<file path="src/verilog/pcc_pkg.sv">
// package for the configuration command, class and revision block
package pcc_pkg;
    // byte offsets
    localparam logic [7:0] PCC_OFS_COMMAND = 8'h04;
    localparam logic [7:0] PCC_OFS_REVISION = 8'h08;
    localparam logic [7:0] PCC_OFS_CLASS = 8'h09;
    // command bit positions
    localparam int PCC_BIT_IO_SPACE = 0;
    localparam int PCC_BIT_MEM_SPACE = 1;
    localparam int PCC_BIT_BUS_MASTER = 2;
    localparam int PCC_BIT_WR_INVAL = 4;
    localparam int PCC_BIT_PAL_SNOOP = 5;
    localparam int PCC_BIT_SERR_EN = 8;
    localparam logic [15:0] PCC_CMD_WMASK = 16'h0137;
    localparam logic [15:0] PCC_CMD_RESET = 16'h0000;
    localparam logic [23:0] PCC_CLASS_VALUE = 24'h030000;
    // vga windows
    localparam logic [15:0] PCC_VGA_LO0 = 16'h03B0;
    localparam logic [15:0] PCC_VGA_HI0 = 16'h03BB;
    localparam logic [15:0] PCC_VGA_LO1 = 16'h03C0;
    localparam logic [15:0] PCC_VGA_HI1 = 16'h03DF;
    localparam logic [9:0] PCC_IO_ALIAS_MASK = 10'h3FF;
    localparam logic [7:0] PCC_BAR_MASK = 8'hFF;

    typedef struct packed {
        logic [15:0] command;
        logic [31:0] rdata;
    } pcc_state_s;

    typedef struct packed {
        logic io_en;
        logic mem_en;
        logic master_en;
        logic wr_inval_en;
        logic pal_snoop;
        logic serr_en;
    } pcc_ctrl_s;
endpackage : pcc_pkg

</file>
<file path="src/verilog/pcc_config.sv">
// command, class code and revision registers with their enable gating
//
// The implementer's own choice: the address-and-strobe port.
`timescale 1ns/1ps
module pcc_config
    import pcc_pkg::*;
#(
    parameter logic [7:0] REVISION = 8'h5A // arbitrary value
) (
    // clock and reset
    input wire logic CORE_CLK,
    input wire logic RST,
    // register port
    input wire logic [7:0] ADDR,
    input wire logic [31:0] WDATA,
    input wire logic WR,
    input wire logic RD,
    output logic [31:0] RDATA,
    // requests from the device datapaths
    input wire logic [7:0] BAR0_BASE,
    input wire logic [7:0] BAR1_BASE,
    input wire logic [31:0] MEM_ADDR,
    input wire logic MEM_REQ,
    input wire logic [15:0] IO_ADDR,
    input wire logic IO_REQ,
    input wire logic PAL_ACCESS,
    input wire logic MASTER_REQ,
    input wire logic MASTER_WANT_INVAL,
    input wire logic ERROR_EVENT,
    input wire logic [1:0] VGA_GRAPHICS_MISC_MAP,
    // gated results
    output logic MEM_CLAIM,
    output logic IO_CLAIM,
    output logic PAL_SNOOP_ACT,
    output logic MASTER_START,
    output logic MASTER_USE_INVAL,
    output logic SYSTEM_ERROR_DRIVER_EN_OUT,
    output logic SYSTEM_ERROR_OE
);
    pcc_state_s s_q, s_d;
    pcc_ctrl_s c;
    logic [31:0] vga_lo, vga_hi;
    logic vga_hit, bar_hit, io_hit;
    logic [9:0] io_low;

    assign c.io_en = s_q.command[PCC_BIT_IO_SPACE];
    assign c.mem_en = s_q.command[PCC_BIT_MEM_SPACE];
    assign c.master_en = s_q.command[PCC_BIT_BUS_MASTER];
    assign c.wr_inval_en = s_q.command[PCC_BIT_WR_INVAL];
    assign c.pal_snoop = s_q.command[PCC_BIT_PAL_SNOOP];
    assign c.serr_en = s_q.command[PCC_BIT_SERR_EN];

    // vga memory window chosen by misc map select
    always_comb begin
        case (VGA_GRAPHICS_MISC_MAP)
            2'b00: begin
                vga_lo = 32'h000A0000;
                vga_hi = 32'h000BFFFF;
            end
            2'b01: begin
                vga_lo = 32'h000A0000;
                vga_hi = 32'h000AFFFF;
            end
            2'b10: begin
                vga_lo = 32'h000B0000;
                vga_hi = 32'h000B7FFF;
            end
            default: begin
                vga_lo = 32'h000B8000;
                vga_hi = 32'h000BFFFF;
            end
        endcase
    end

    assign vga_hit = (MEM_ADDR >= vga_lo) && (MEM_ADDR <= vga_hi);
    assign bar_hit = (MEM_ADDR[31:24] == (BAR0_BASE & PCC_BAR_MASK))
        || (MEM_ADDR[31:24] == (BAR1_BASE & PCC_BAR_MASK));
    // aliases repeat every 1k, so only the low ten bits are compared
    assign io_low = IO_ADDR[9:0] & PCC_IO_ALIAS_MASK;
    assign io_hit = (io_low >= PCC_VGA_LO0[9:0] && io_low <= PCC_VGA_HI0[9:0])
        || (io_low >= PCC_VGA_LO1[9:0] && io_low <= PCC_VGA_HI1[9:0]);

    assign MEM_CLAIM = MEM_REQ && c.mem_en && (bar_hit || vga_hit);
    assign IO_CLAIM = IO_REQ && c.io_en && io_hit;
    assign PAL_SNOOP_ACT = PAL_ACCESS && c.pal_snoop;
    assign MASTER_START = MASTER_REQ && c.master_en;
    assign MASTER_USE_INVAL = MASTER_START && MASTER_WANT_INVAL
        && c.wr_inval_en;
    assign SYSTEM_ERROR_DRIVER_EN_OUT = c.serr_en;
    assign SYSTEM_ERROR_OE = ERROR_EVENT && c.serr_en;
    assign RDATA = s_q.rdata;

    always_comb begin
        s_d = s_q;
        s_d.rdata = 32'h00000000;
        if (WR && ADDR == PCC_OFS_COMMAND) begin
            // only writable bits land; others stay zero
            s_d.command = WDATA[15:0] & PCC_CMD_WMASK;
        end
        if (RD) begin
            case (ADDR)
                PCC_OFS_COMMAND: s_d.rdata = {16'h0000, s_q.command};
                // dword at 08: class in 31:8, base class on top
                PCC_OFS_REVISION: s_d.rdata = {PCC_CLASS_VALUE, REVISION};
                // byte-offset reads of class land the low byte at bit 0
                PCC_OFS_CLASS: s_d.rdata = {8'h00, PCC_CLASS_VALUE};
                default: s_d.rdata = 32'h00000000;
            endcase
        end
    end

    always_ff @(posedge CORE_CLK) begin
        if (RST) begin
            s_q.command <= PCC_CMD_RESET;
            s_q.rdata <= 32'h00000000;
        end else begin
            s_q <= s_d;
        end
    end

    AST_SERR_GATED: assert property (@(posedge CORE_CLK) disable iff (RST)
        SYSTEM_ERROR_OE |-> s_q.command[PCC_BIT_SERR_EN])
        else $error("error driver enabled with bit 8 clear");
    AST_SNOOP: assert property (@(posedge CORE_CLK) disable iff (RST)
        PAL_SNOOP_ACT == (PAL_ACCESS && s_q.command[5]))
        else $error("palette snoop gating wrong");
    AST_INVAL: assert property (@(posedge CORE_CLK) disable iff (RST)
        MASTER_USE_INVAL |-> s_q.command[4])
        else $error("invalidate without bit 4");
    AST_MASTER: assert property (@(posedge CORE_CLK) disable iff (RST)
        !s_q.command[2] |-> !MASTER_START)
        else $error("master start while disabled");
    AST_MEM: assert property (@(posedge CORE_CLK) disable iff (RST)
        !s_q.command[1] |-> !MEM_CLAIM)
        else $error("memory claimed while disabled");
    AST_IO: assert property (@(posedge CORE_CLK) disable iff (RST)
        !s_q.command[0] |-> !IO_CLAIM)
        else $error("io claimed while disabled");
    AST_CLASS: assert property (@(posedge CORE_CLK) disable iff (RST)
        RD && ADDR == 8'h08 |=> RDATA[31:8] == 24'h030000)
        else $error("class value wrong");
    AST_RSVD: assert property (@(posedge CORE_CLK) disable iff (RST)
        RD && ADDR == 8'h04 |=> (RDATA & 32'hFFFFFEC8) == 0)
        else $error("reserved command bits nonzero");
    AST_REV: assert property (@(posedge CORE_CLK) disable iff (RST)
        RD && ADDR == 8'h08 |=> RDATA[7:0] == REVISION)
        else $error("revision wrong");
    AST_WR: assert property (@(posedge CORE_CLK) disable iff (RST)
        WR && ADDR != 8'h04 |=> $stable(s_q.command))
        else $error("command changed by other write");
endmodule : pcc_config

</file>
<file path="config.mk">
export PLATFORM = sky130hd
export DESIGN_NAME = pcc_config
export DESIGN_NICKNAME = d
export VERILOG_FILES = /design/src/verilog/pcc_pkg.sv /design/src/verilog/pcc_config.sv
export SDC_FILE = /design/constraint.sdc
export NUM_CORES = 1
export LEC_CHECK = 0
export BUFFER_PORTS_ARGS = -buffer_cell sky130_fd_sc_hd__buf_2
export CAP_MARGIN = 40
export CORE_MARGIN = 1
export CORE_UTILIZATION = 29
export CTS_CLUSTER_DIAMETER = 200
export CTS_CLUSTER_SIZE = 24
export DETAILED_ROUTE_END_ITERATION = 10
export PLACE_DENSITY = 0.86
export SYNTH_ARGS = -nofsm -noshare
export SYNTH_HDL_FRONTEND = slang
export SYNTH_SLANG_ARGS = --single-unit
</file>
<file path="constraint.sdc">
create_clock -name CORE_CLK -period 4.4 [get_ports CORE_CLK]
set_input_delay 0.22 -clock CORE_CLK [delete_from_list [all_inputs] [get_ports CORE_CLK]]
set_output_delay 0.22 -clock CORE_CLK [all_outputs]
set_load 0.05 [all_outputs]
</file>
==> flow_summary.ini, run 1 <==
[timing]
worst_pin_slew_ps = 603
rsz0062_at_grt = no
fmax_ghz = 0.435
tns_ps = 0
max_slew_margin = 0.595
min_period_ps = 2300
finalClockSkew_ps = 2.91
hold_viol = 0
setup_violations = 0
maxSlewViolCount = 0
holdWs_ps = 207
fin_crit_sh = 0.522

[logic_synthesis]
synth_area_leader_cell = dfxtp_1
synth_cell_types = 30
syn_area_per_cell_um2 = 8.66
ys_warn_count = 0
synth_area_leaders = dfxtp_1, buf_4, xor2_1
yosysSeqAreaShare = 0.243
syn_area_mm2 = 0.00115
yosysTopAreaCellShare = 0.243
syn_inst = 133
synth-seq-cells = 14

[pwr]
ir_drop_mv = 0.146
power_density_mw_per_mm2 = 206
p_leak_uw = 0.000876

[worst_setup_path]
r2r_cells = 2
r2r_end = c[2]
worstSetupPathType = primary input to output port
endpoint_kind = output port
cp.required_ps = 4180
start_kind = primary input
r2r_slack_ps = 3780
crit_fanout = 3
reg2reg_from = c[2]
cp.arrival_ps = 2080

[detailed_routing]
vias_per_cell = 4.54
num_vias = 1268
final_antenna_net_count = 0
wl_per_cell_um = 10.9
drt_iter0_markers = 14
drcViolationCount = 0
dr.pass1.iters = 4
routed_wl_um = 3050

[floorplan]
die_area_mm2 = 0.00423
die_w_um = 65.0
rows = 22
coreArea_mm2 = 0.00374
initial_core_util = 0.308
die_y_um = 65.0
ioPinCount = 155

[global_routing]
grt_use_total = 0.139
grt_pass1_vias = 1116
grt_pass1_wl_um = 4660
gr-total-overflow = 0
grt_max_degree = 8
grt_antenna_before_repair = 0

[worst_hold_path]
hp-start = ADDR[7]
hold-path-cell-count = 2
hold_path.class = primary input to register
min_to = RDATA[17]

[final_layout]
n_antenna_cell = 0
nNetsFinal = 353
area_growth_pct = 42.8
layout-drive-gt1-share = 0.485

[clock_network]
path_clk_slew_ps = 50
h-tree-depth = 1
clk_path_buf_depth = 2
clk-insertion-delay-late_ps = 240
cts_num_sinks = 14
cts_root_buffer = clkbuf_8
post-cts-setup-buffers = 0
cts.repair.resized = 0
cts_tree = done
numCtsBuffers = 3
postCtsHoldBufs = 0

[placement]
portBuffers = 100
dp_hpwl_um = 2620
gp_congestion = 0.798

[run]
max_cap_violations = 0

[run_status]
status = completed
## cell usage after synthesis
cell type / count
buf_4: 24
xor2_1: 16
dfxtp_1: 14
nor4_1: 10
nor2_1: 9
mux2i_1: 6
nand4_1: 6
and2_1: 4
and2_2: 4
ha_1: 4
nor3_1: 4
inv_1: 3
nand2_1: 3
a21o_1: 2
a21o_2: 2
a21oi_1: 2
and3_1: 2
nand3b_1: 2
nand4b_1: 2
nor2b_1: 2
nor4b_1: 2
or3_1: 2
a22oi_1: 1
and4bb_2: 1
conb_1: 1
nand3_1: 1
nor4_4: 1
o311a_1: 1
o32ai_1: 1
or4_4: 1
## power by group
| part | switching, µW | total (µW) | internal (µW) |
|---|---|---|---|
| combinational | 70.3 | 111 | 40.5 |
| clock | 40.6 | 101 | 60.3 |
| sequential | 0.0671 | 127 | 127 |
| total | 111 | 339 | 228 |
## cells in the final DEF (no fill, tap or decap), drive strengths merged, types with 6 or more instances in the layout
cell type and count:
and2 8, buf 100, conb 20, dfxtp 14, mux2i 6, nand4 6, nor2 9, nor4 11
xor2 16
## cell families after synthesis
kind of cell               synth area share
other                               0.00325
adders and majority gates            0.0434
DFF                                   0.243
xor gates and xnor gates              0.122
muxes                                0.0521
buffers and inverters                 0.166
and+or+nand+nor                       0.311
AOI/OAI and AO/OA                    0.0597
## critical path: stages
cell and delay [ps]:
buf_2 110, inv_1 60, nor2_1 40, ha_1 280
nand4_1 90, or3_1 380, o311a_1 370, o32ai_1 210
buf_2 310
## registers in the layout, indices dropped and copies added (netlist names)
name and flops:
RDATA 8, c 5, SYSTEM_ERROR_DRIVER_EN_OUT 1
## metal layers
metal / wire length, µm / GRT usage / vias to the layer above
met4: 19 / 0.0163 / 0
met5: 0 / 0 / -
met1: 1180 / 0.141 / 569
met2: 1590 / 0.277 / 61
met3: 266 / 0.0458 / 2
li1: - / - / 636
## final cells by class
| type | instances | area [µm²] |
|---|---|---|
| sequential | 14 | 280 |
| inverter | 3 | 11.3 |
| clock buffer | 3 | 41.3 |
| fill | 386 | 2100 |
| timing repair buffer | 100 | 500 |
| multi-input combinational | 111 | 752 |
| tap | 48 | 60.1 |
## through the flow
step | setup WS, ps | std cells | utilization | area, µm² | power [µW]
floorplan | 1620 | 152 | - | 1220 | 204
global placement | 2140 | 276 | 0.428 | 1600 | 238
detailed placement | 2100 | 276 | 0.428 | 1600 | 240
CTS | 2100 | 279 | 0.440 | 1650 | 342
global route | 2020 | 279 | 0.440 | 1650 | 355
finish | 2100 | 279 | 0.440 | 1650 | 339
## how the worst max path moves through the flow
stage,startpoint,to,slack (ps),depth (start not counted)
CTS,VGA_GRAPHICS_MISC_MAP[1],MEM_CLAIM,2100,9
floorplan,VGA_GRAPHICS_MISC_MAP[1],MEM_CLAIM,1620,7
global placement,VGA_GRAPHICS_MISC_MAP[1],MEM_CLAIM,2140,9
finish,VGA_GRAPHICS_MISC_MAP[1],MEM_CLAIM,2100,9
global route,VGA_GRAPHICS_MISC_MAP[1],MEM_CLAIM,2020,9
detailed placement,VGA_GRAPHICS_MISC_MAP[1],MEM_CLAIM,2100,9
Power figures use the tool's default switching activity.
==> run 2: changes to the inputs <==
- clock period: 4.4 -> 2.2 ns (I/O delays scaled with it)
==> run 2 against run 1 <==
Register-to-register slack worse by 2200 ps. Hold slack got worse by 120 ps. Critical path depth unchanged. Non-clock buffer count unchanged. Sequential power increased by 100%. Die area unchanged. Critical endpoint unchanged. Largest power group unchanged.
==> flow_summary.ini, run 2 (synthesis gave the netlist of run 1 again) <==
[run_status]
status = completed

[timing]
rsz0062_at_grt = no
fmax_ghz = 0.485
holdWs_ps = 87.6
setup_violations = 0
hold_viol = 0
min_period_ps = 2060
finalClockSkew_ps = 0.224
max_slew_margin = 0.596
fin_crit_sh = 0.936
worst_pin_slew_ps = 602
maxSlewViolCount = 0
tns_ps = 0

[worst_setup_path]
worstSetupPathType = primary input to output port
cp.arrival_ps = 1950
start_kind = primary input
cp.required_ps = 2090
endpoint_kind = output port
crit_fanout = 3

[floorplan]
coreArea_mm2 = 0.00374
die_w_um = 65.0
rows = 22
die_area_mm2 = 0.00423
ioPinCount = 155
die_y_um = 65.0
initial_core_util = 0.308

[detailed_routing]
num_vias = 1268
routed_wl_um = 3010
vias_per_cell = 4.53
dr.pass1.iters = 4
wl_per_cell_um = 10.7
drcViolationCount = 0
drt_iter0_markers = 24
final_antenna_net_count = 0

[pwr]
ir_drop_mv = 0.344
switching_power_uw = 229
clkPwrFrac = 0.342
seqPwrFrac = 0.351
p_sw_frac = 0.317
combPwrFrac = 0.307
intPower_uw = 493
p_leak_uw = 0.000886
power_density_mw_per_mm2 = 434

[clock_network]
post-cts-setup-buffers = 0
postCtsHoldBufs = 0
cts_num_sinks = 14
cts.repair.resized = 0
cts_root_buffer = clkbuf_8
cts_tree = done
numCtsBuffers = 3
clk-insertion-delay-late_ps = 240
path_clk_slew_ps = 50
clk_path_buf_depth = 2
h-tree-depth = 1

[global_routing]
gr-total-overflow = 0
grt_use_total = 0.139
grt_max_degree = 9
grt_pass1_vias = 1111
grt_antenna_before_repair = 0
grt_pass1_wl_um = 4510

[final_layout]
layout-drive-gt1-share = 0.491
regArea_um2 = 280
fillers = 381
final_common_cell = buf_2
n_antenna_cell = 0
nNetsFinal = 353
multi_input_area_um2 = 759
layout_common_cells = buf_2, conb_1, xor2_1
largest_reg_flops = 8
area_growth_pct = 44.6

[placement]
gp_congestion = 0.755
dp_hpwl_um = 2680
portBuffers = 100

[worst_hold_path]
hold_path.class = primary input to register

[run]
max_cap_violations = 0
==> run 2: changes by cell type in the layout (fill, tap and decap cells not counted), sizes merged <==
cell,previous run,this run
clkbuf,3,4
==> run 2: cell type report <==
| class | instances | share of cell area |
|---|---|---|
| multi-input combinational | 111 | 0.456 |
| timing repair buffer | 100 | 0.300 |
| sequential | 14 | 0.168 |
| tap | 48 | 0.0360 |
| clock buffer | 4 | 0.0330 |
| inverter | 3 | 0.00676 |
==> run 2: final timing paths <==
kind                            startpoint         to  slack, ps  depth (start not counted)
setup / recovery  VGA_GRAPHICS_MISC_MAP[1]  MEM_CLAIM        140                          9
hold / removal                     ADDR[7]  RDATA[17]         90                          2
setup reg to reg                      c[4]   RDATA[1]       1580                          1
hold reg to reg                       c[3]   RDATA[2]        500                          1
==> run 2: worst max-delay path, stage by stage <==
cell and delay, ps:
buf_2 110, inv_1 70, nor2_1 50, ha_1 270, nand4_1 90, or3_1 370, o311a_1 380, o32ai_2 200
buf_2 300
==> run 2: metal layers <==
| metal | vias to the layer above | share of wire | track usage |
|---|---|---|---|
| met2 | 70 | 0.52 | 0.279 |
| li1 | 635 | - | - |
| met3 | 2 | 0.11 | 0.0511 |
| met1 | 561 | 0.37 | 0.133 |
| met5 | - | 0 | 0 |
| met4 | 0 | 0.0017 | 0.0245 |
==> run 2: power by group through the flow <==
stage / logic (µW) / clock network [µW] / registers, µW
floorplan: 149 / 0 / 260
global placement: 216 / 0 / 259
detailed placement: 222 / 0 / 259
CTS: 222 / 258 / 254
global route: 240 / 275 / 254
finish: 222 / 247 / 254
==> run 2: through the flow <==
stage          instance area [µm²]   util  setup slack (ps)  power (µW)  instances
2_1_floorplan                 1230      -               131         408        152
3_3_place_gp                  1610  0.430               142         476        276
3_5_place_dp                  1610  0.430               125         481        276
4_1_cts                       1670  0.445               123         735        280
5_1_grt                       1670  0.445              35.9         769        280
6_report                      1670  0.445               140         723        280
==> run 3: changes to the inputs <==
- CORE_UTILIZATION: 29 -> 28
- PLACE_DENSITY: 0.86 -> 0.87
- clock period: 2.2 -> 1.8 ns (I/O delays scaled with it)
==> run 3 against run 2 <==
The flow now finishes with violations (negative setup slack). Clock-buffer cell count did not move. Cell count rose by 1.8%. Sequential power rose by 22%. Worst setup slack got worse by 230 ps. Via count fell by 0.32%. Total power rose by 24%. Largest power group unchanged.
==> flow_summary.ini, run 3 (synthesis gave the netlist of run 1 again) <==
[worst_setup_path]
r2r_slack_ps = 1190
startpoint = VGA_GRAPHICS_MISC_MAP[0]
start_kind = primary input
endpoint_kind = output port
worstSetupPathType = primary input to output port
reg2reg_from = SYSTEM_ERROR_DRIVER_EN_OUT
cp.arrival_ps = 1800
crit_fanout = 3
cp.required_ps = 1710

[final_layout]
layout_common_cells = buf_2, conb_1, xor2_1
instances_no_fill = 285
area_growth_pct = 52.6
nNetsFinal = 358
layout-drive-gt1-share = 0.515
fin_util = 0.463
n_antenna_cell = 0
final_common_cell = buf_2
largest_reg_flops = 8
fillers = 384

[placement]
dp_cells = 280
dp_hpwl_um = 2660
portBuffers = 100
dp_slack_ps = -227
gp_congestion = 0.655

[clock_network]
numCtsBuffers = 3
cts_tree = done
postCtsHoldBufs = 0
h-tree-depth = 1
cts_root_buffer = clkbuf_8
clk_path_buf_depth = 2
path_clk_slew_ps = 60
clk-insertion-delay-late_ps = 240
cts_num_sinks = 14

[pwr]
p_leak_uw = 0.000920
switching_power_uw = 283
ir_drop_mv = 0.411
intPower_uw = 612
clkPwrFrac = 0.337
p_sw_frac = 0.316
power_density_mw_per_mm2 = 509
seqPwrFrac = 0.347
p_total_uw = 895
combPwrFrac = 0.316

[timing]
setup_violations = 1
hold_viol = 0
finalClockSkew_ps = 0.203
rsz0062_at_grt = yes
layout_setup_ws_ps = -85.4
fin_crit_sh = 1.05
maxSlewViolCount = 0
tns_ps = -85.4
fmax_ghz = 0.530
min_period_ps = 1890

[detailed_routing]
num_vias = 1264
dr.pass1.iters = 4
wl_per_cell_um = 10.6
drt_iter0_markers = 14
routed_wl_um = 3030
drcViolationCount = 0
vias_per_cell = 4.44
final_antenna_net_count = 0

[floorplan]
die_y_um = 66.2
coreArea_mm2 = 0.00380
initial_core_util = 0.303
rows = 22
die_w_um = 66.2
die_area_mm2 = 0.00438
ioPinCount = 155

[global_routing]
grt_use_total = 0.127
gr-total-overflow = 0
grt_antenna_before_repair = 0
grt_max_degree = 9
grt_pass1_wl_um = 4280
grt_pass1_vias = 1126

[run_status]
violations = negative setup slack
status = finished with violations

[worst_hold_path]
hp-start = ADDR[7]
hold_path.class = primary input to register

[run]
max_cap_violations = 0
## run 3: power groups by stage
stage          registers [µW]  clock network (µW)  logic [µW]
2_1_floorplan             317                   0         182
3_3_place_gp              317                   0         267
3_5_place_dp              317                   0         272
4_1_cts                   310                 310         284
5_1_grt                   310                 321         305
6_report                  310                 302         283
## run 3: layout make-up
cell class,count,area (µm²),area share
flip-flops and latches,14,280,0.159
clock buffers,4,55.1,0.0313
well taps,48,60.1,0.0342
repair buffers,105,561,0.319
inverters,3,11.3,0.00641
multi-input cells,111,791,0.450
## run 3: final timing paths
path / to / depth (start not counted)
setup / recovery: MEM_CLAIM / 8
hold / removal: RDATA[17] / 2
setup reg to reg: SYSTEM_ERROR_DRIVER_EN_OUT / 2
hold reg to reg: RDATA[4] / 1
## run 3: per-stage QoR
step / instance area [µm²] / hold slack, ps
after detailed placement: 1650 / 321
after global routing: 1760 / 87.9
final: 1760 / 69.6
after global placement: 1650 / 315
after CTS: 1760 / 61.8
after floorplan: 1240 / 162
## run 3: critical path, stage by stage
cell     delay (ps)
buf_6           100
nor2b_4         120
ha_4            250
nand4_1          60
or3_1           370
o311a_1         330
o32ai_4         280
buf_6           200
## run 3: layer usage
layer	vias to the layer above	GRT usage	share of wire
met5	-	0	0
met4	0	0.0399	0.0033
met3	2	0.0224	0.10
met2	69	0.270	0.52
met1	552	0.118	0.37
li1	641	-	-
## run 3: what timing repair did
action,4_1_cts,5_1_grt
buffers inserted,1,0
pin swaps,7,3
setup endpoints to repair,1,1
resized for setup,9,0
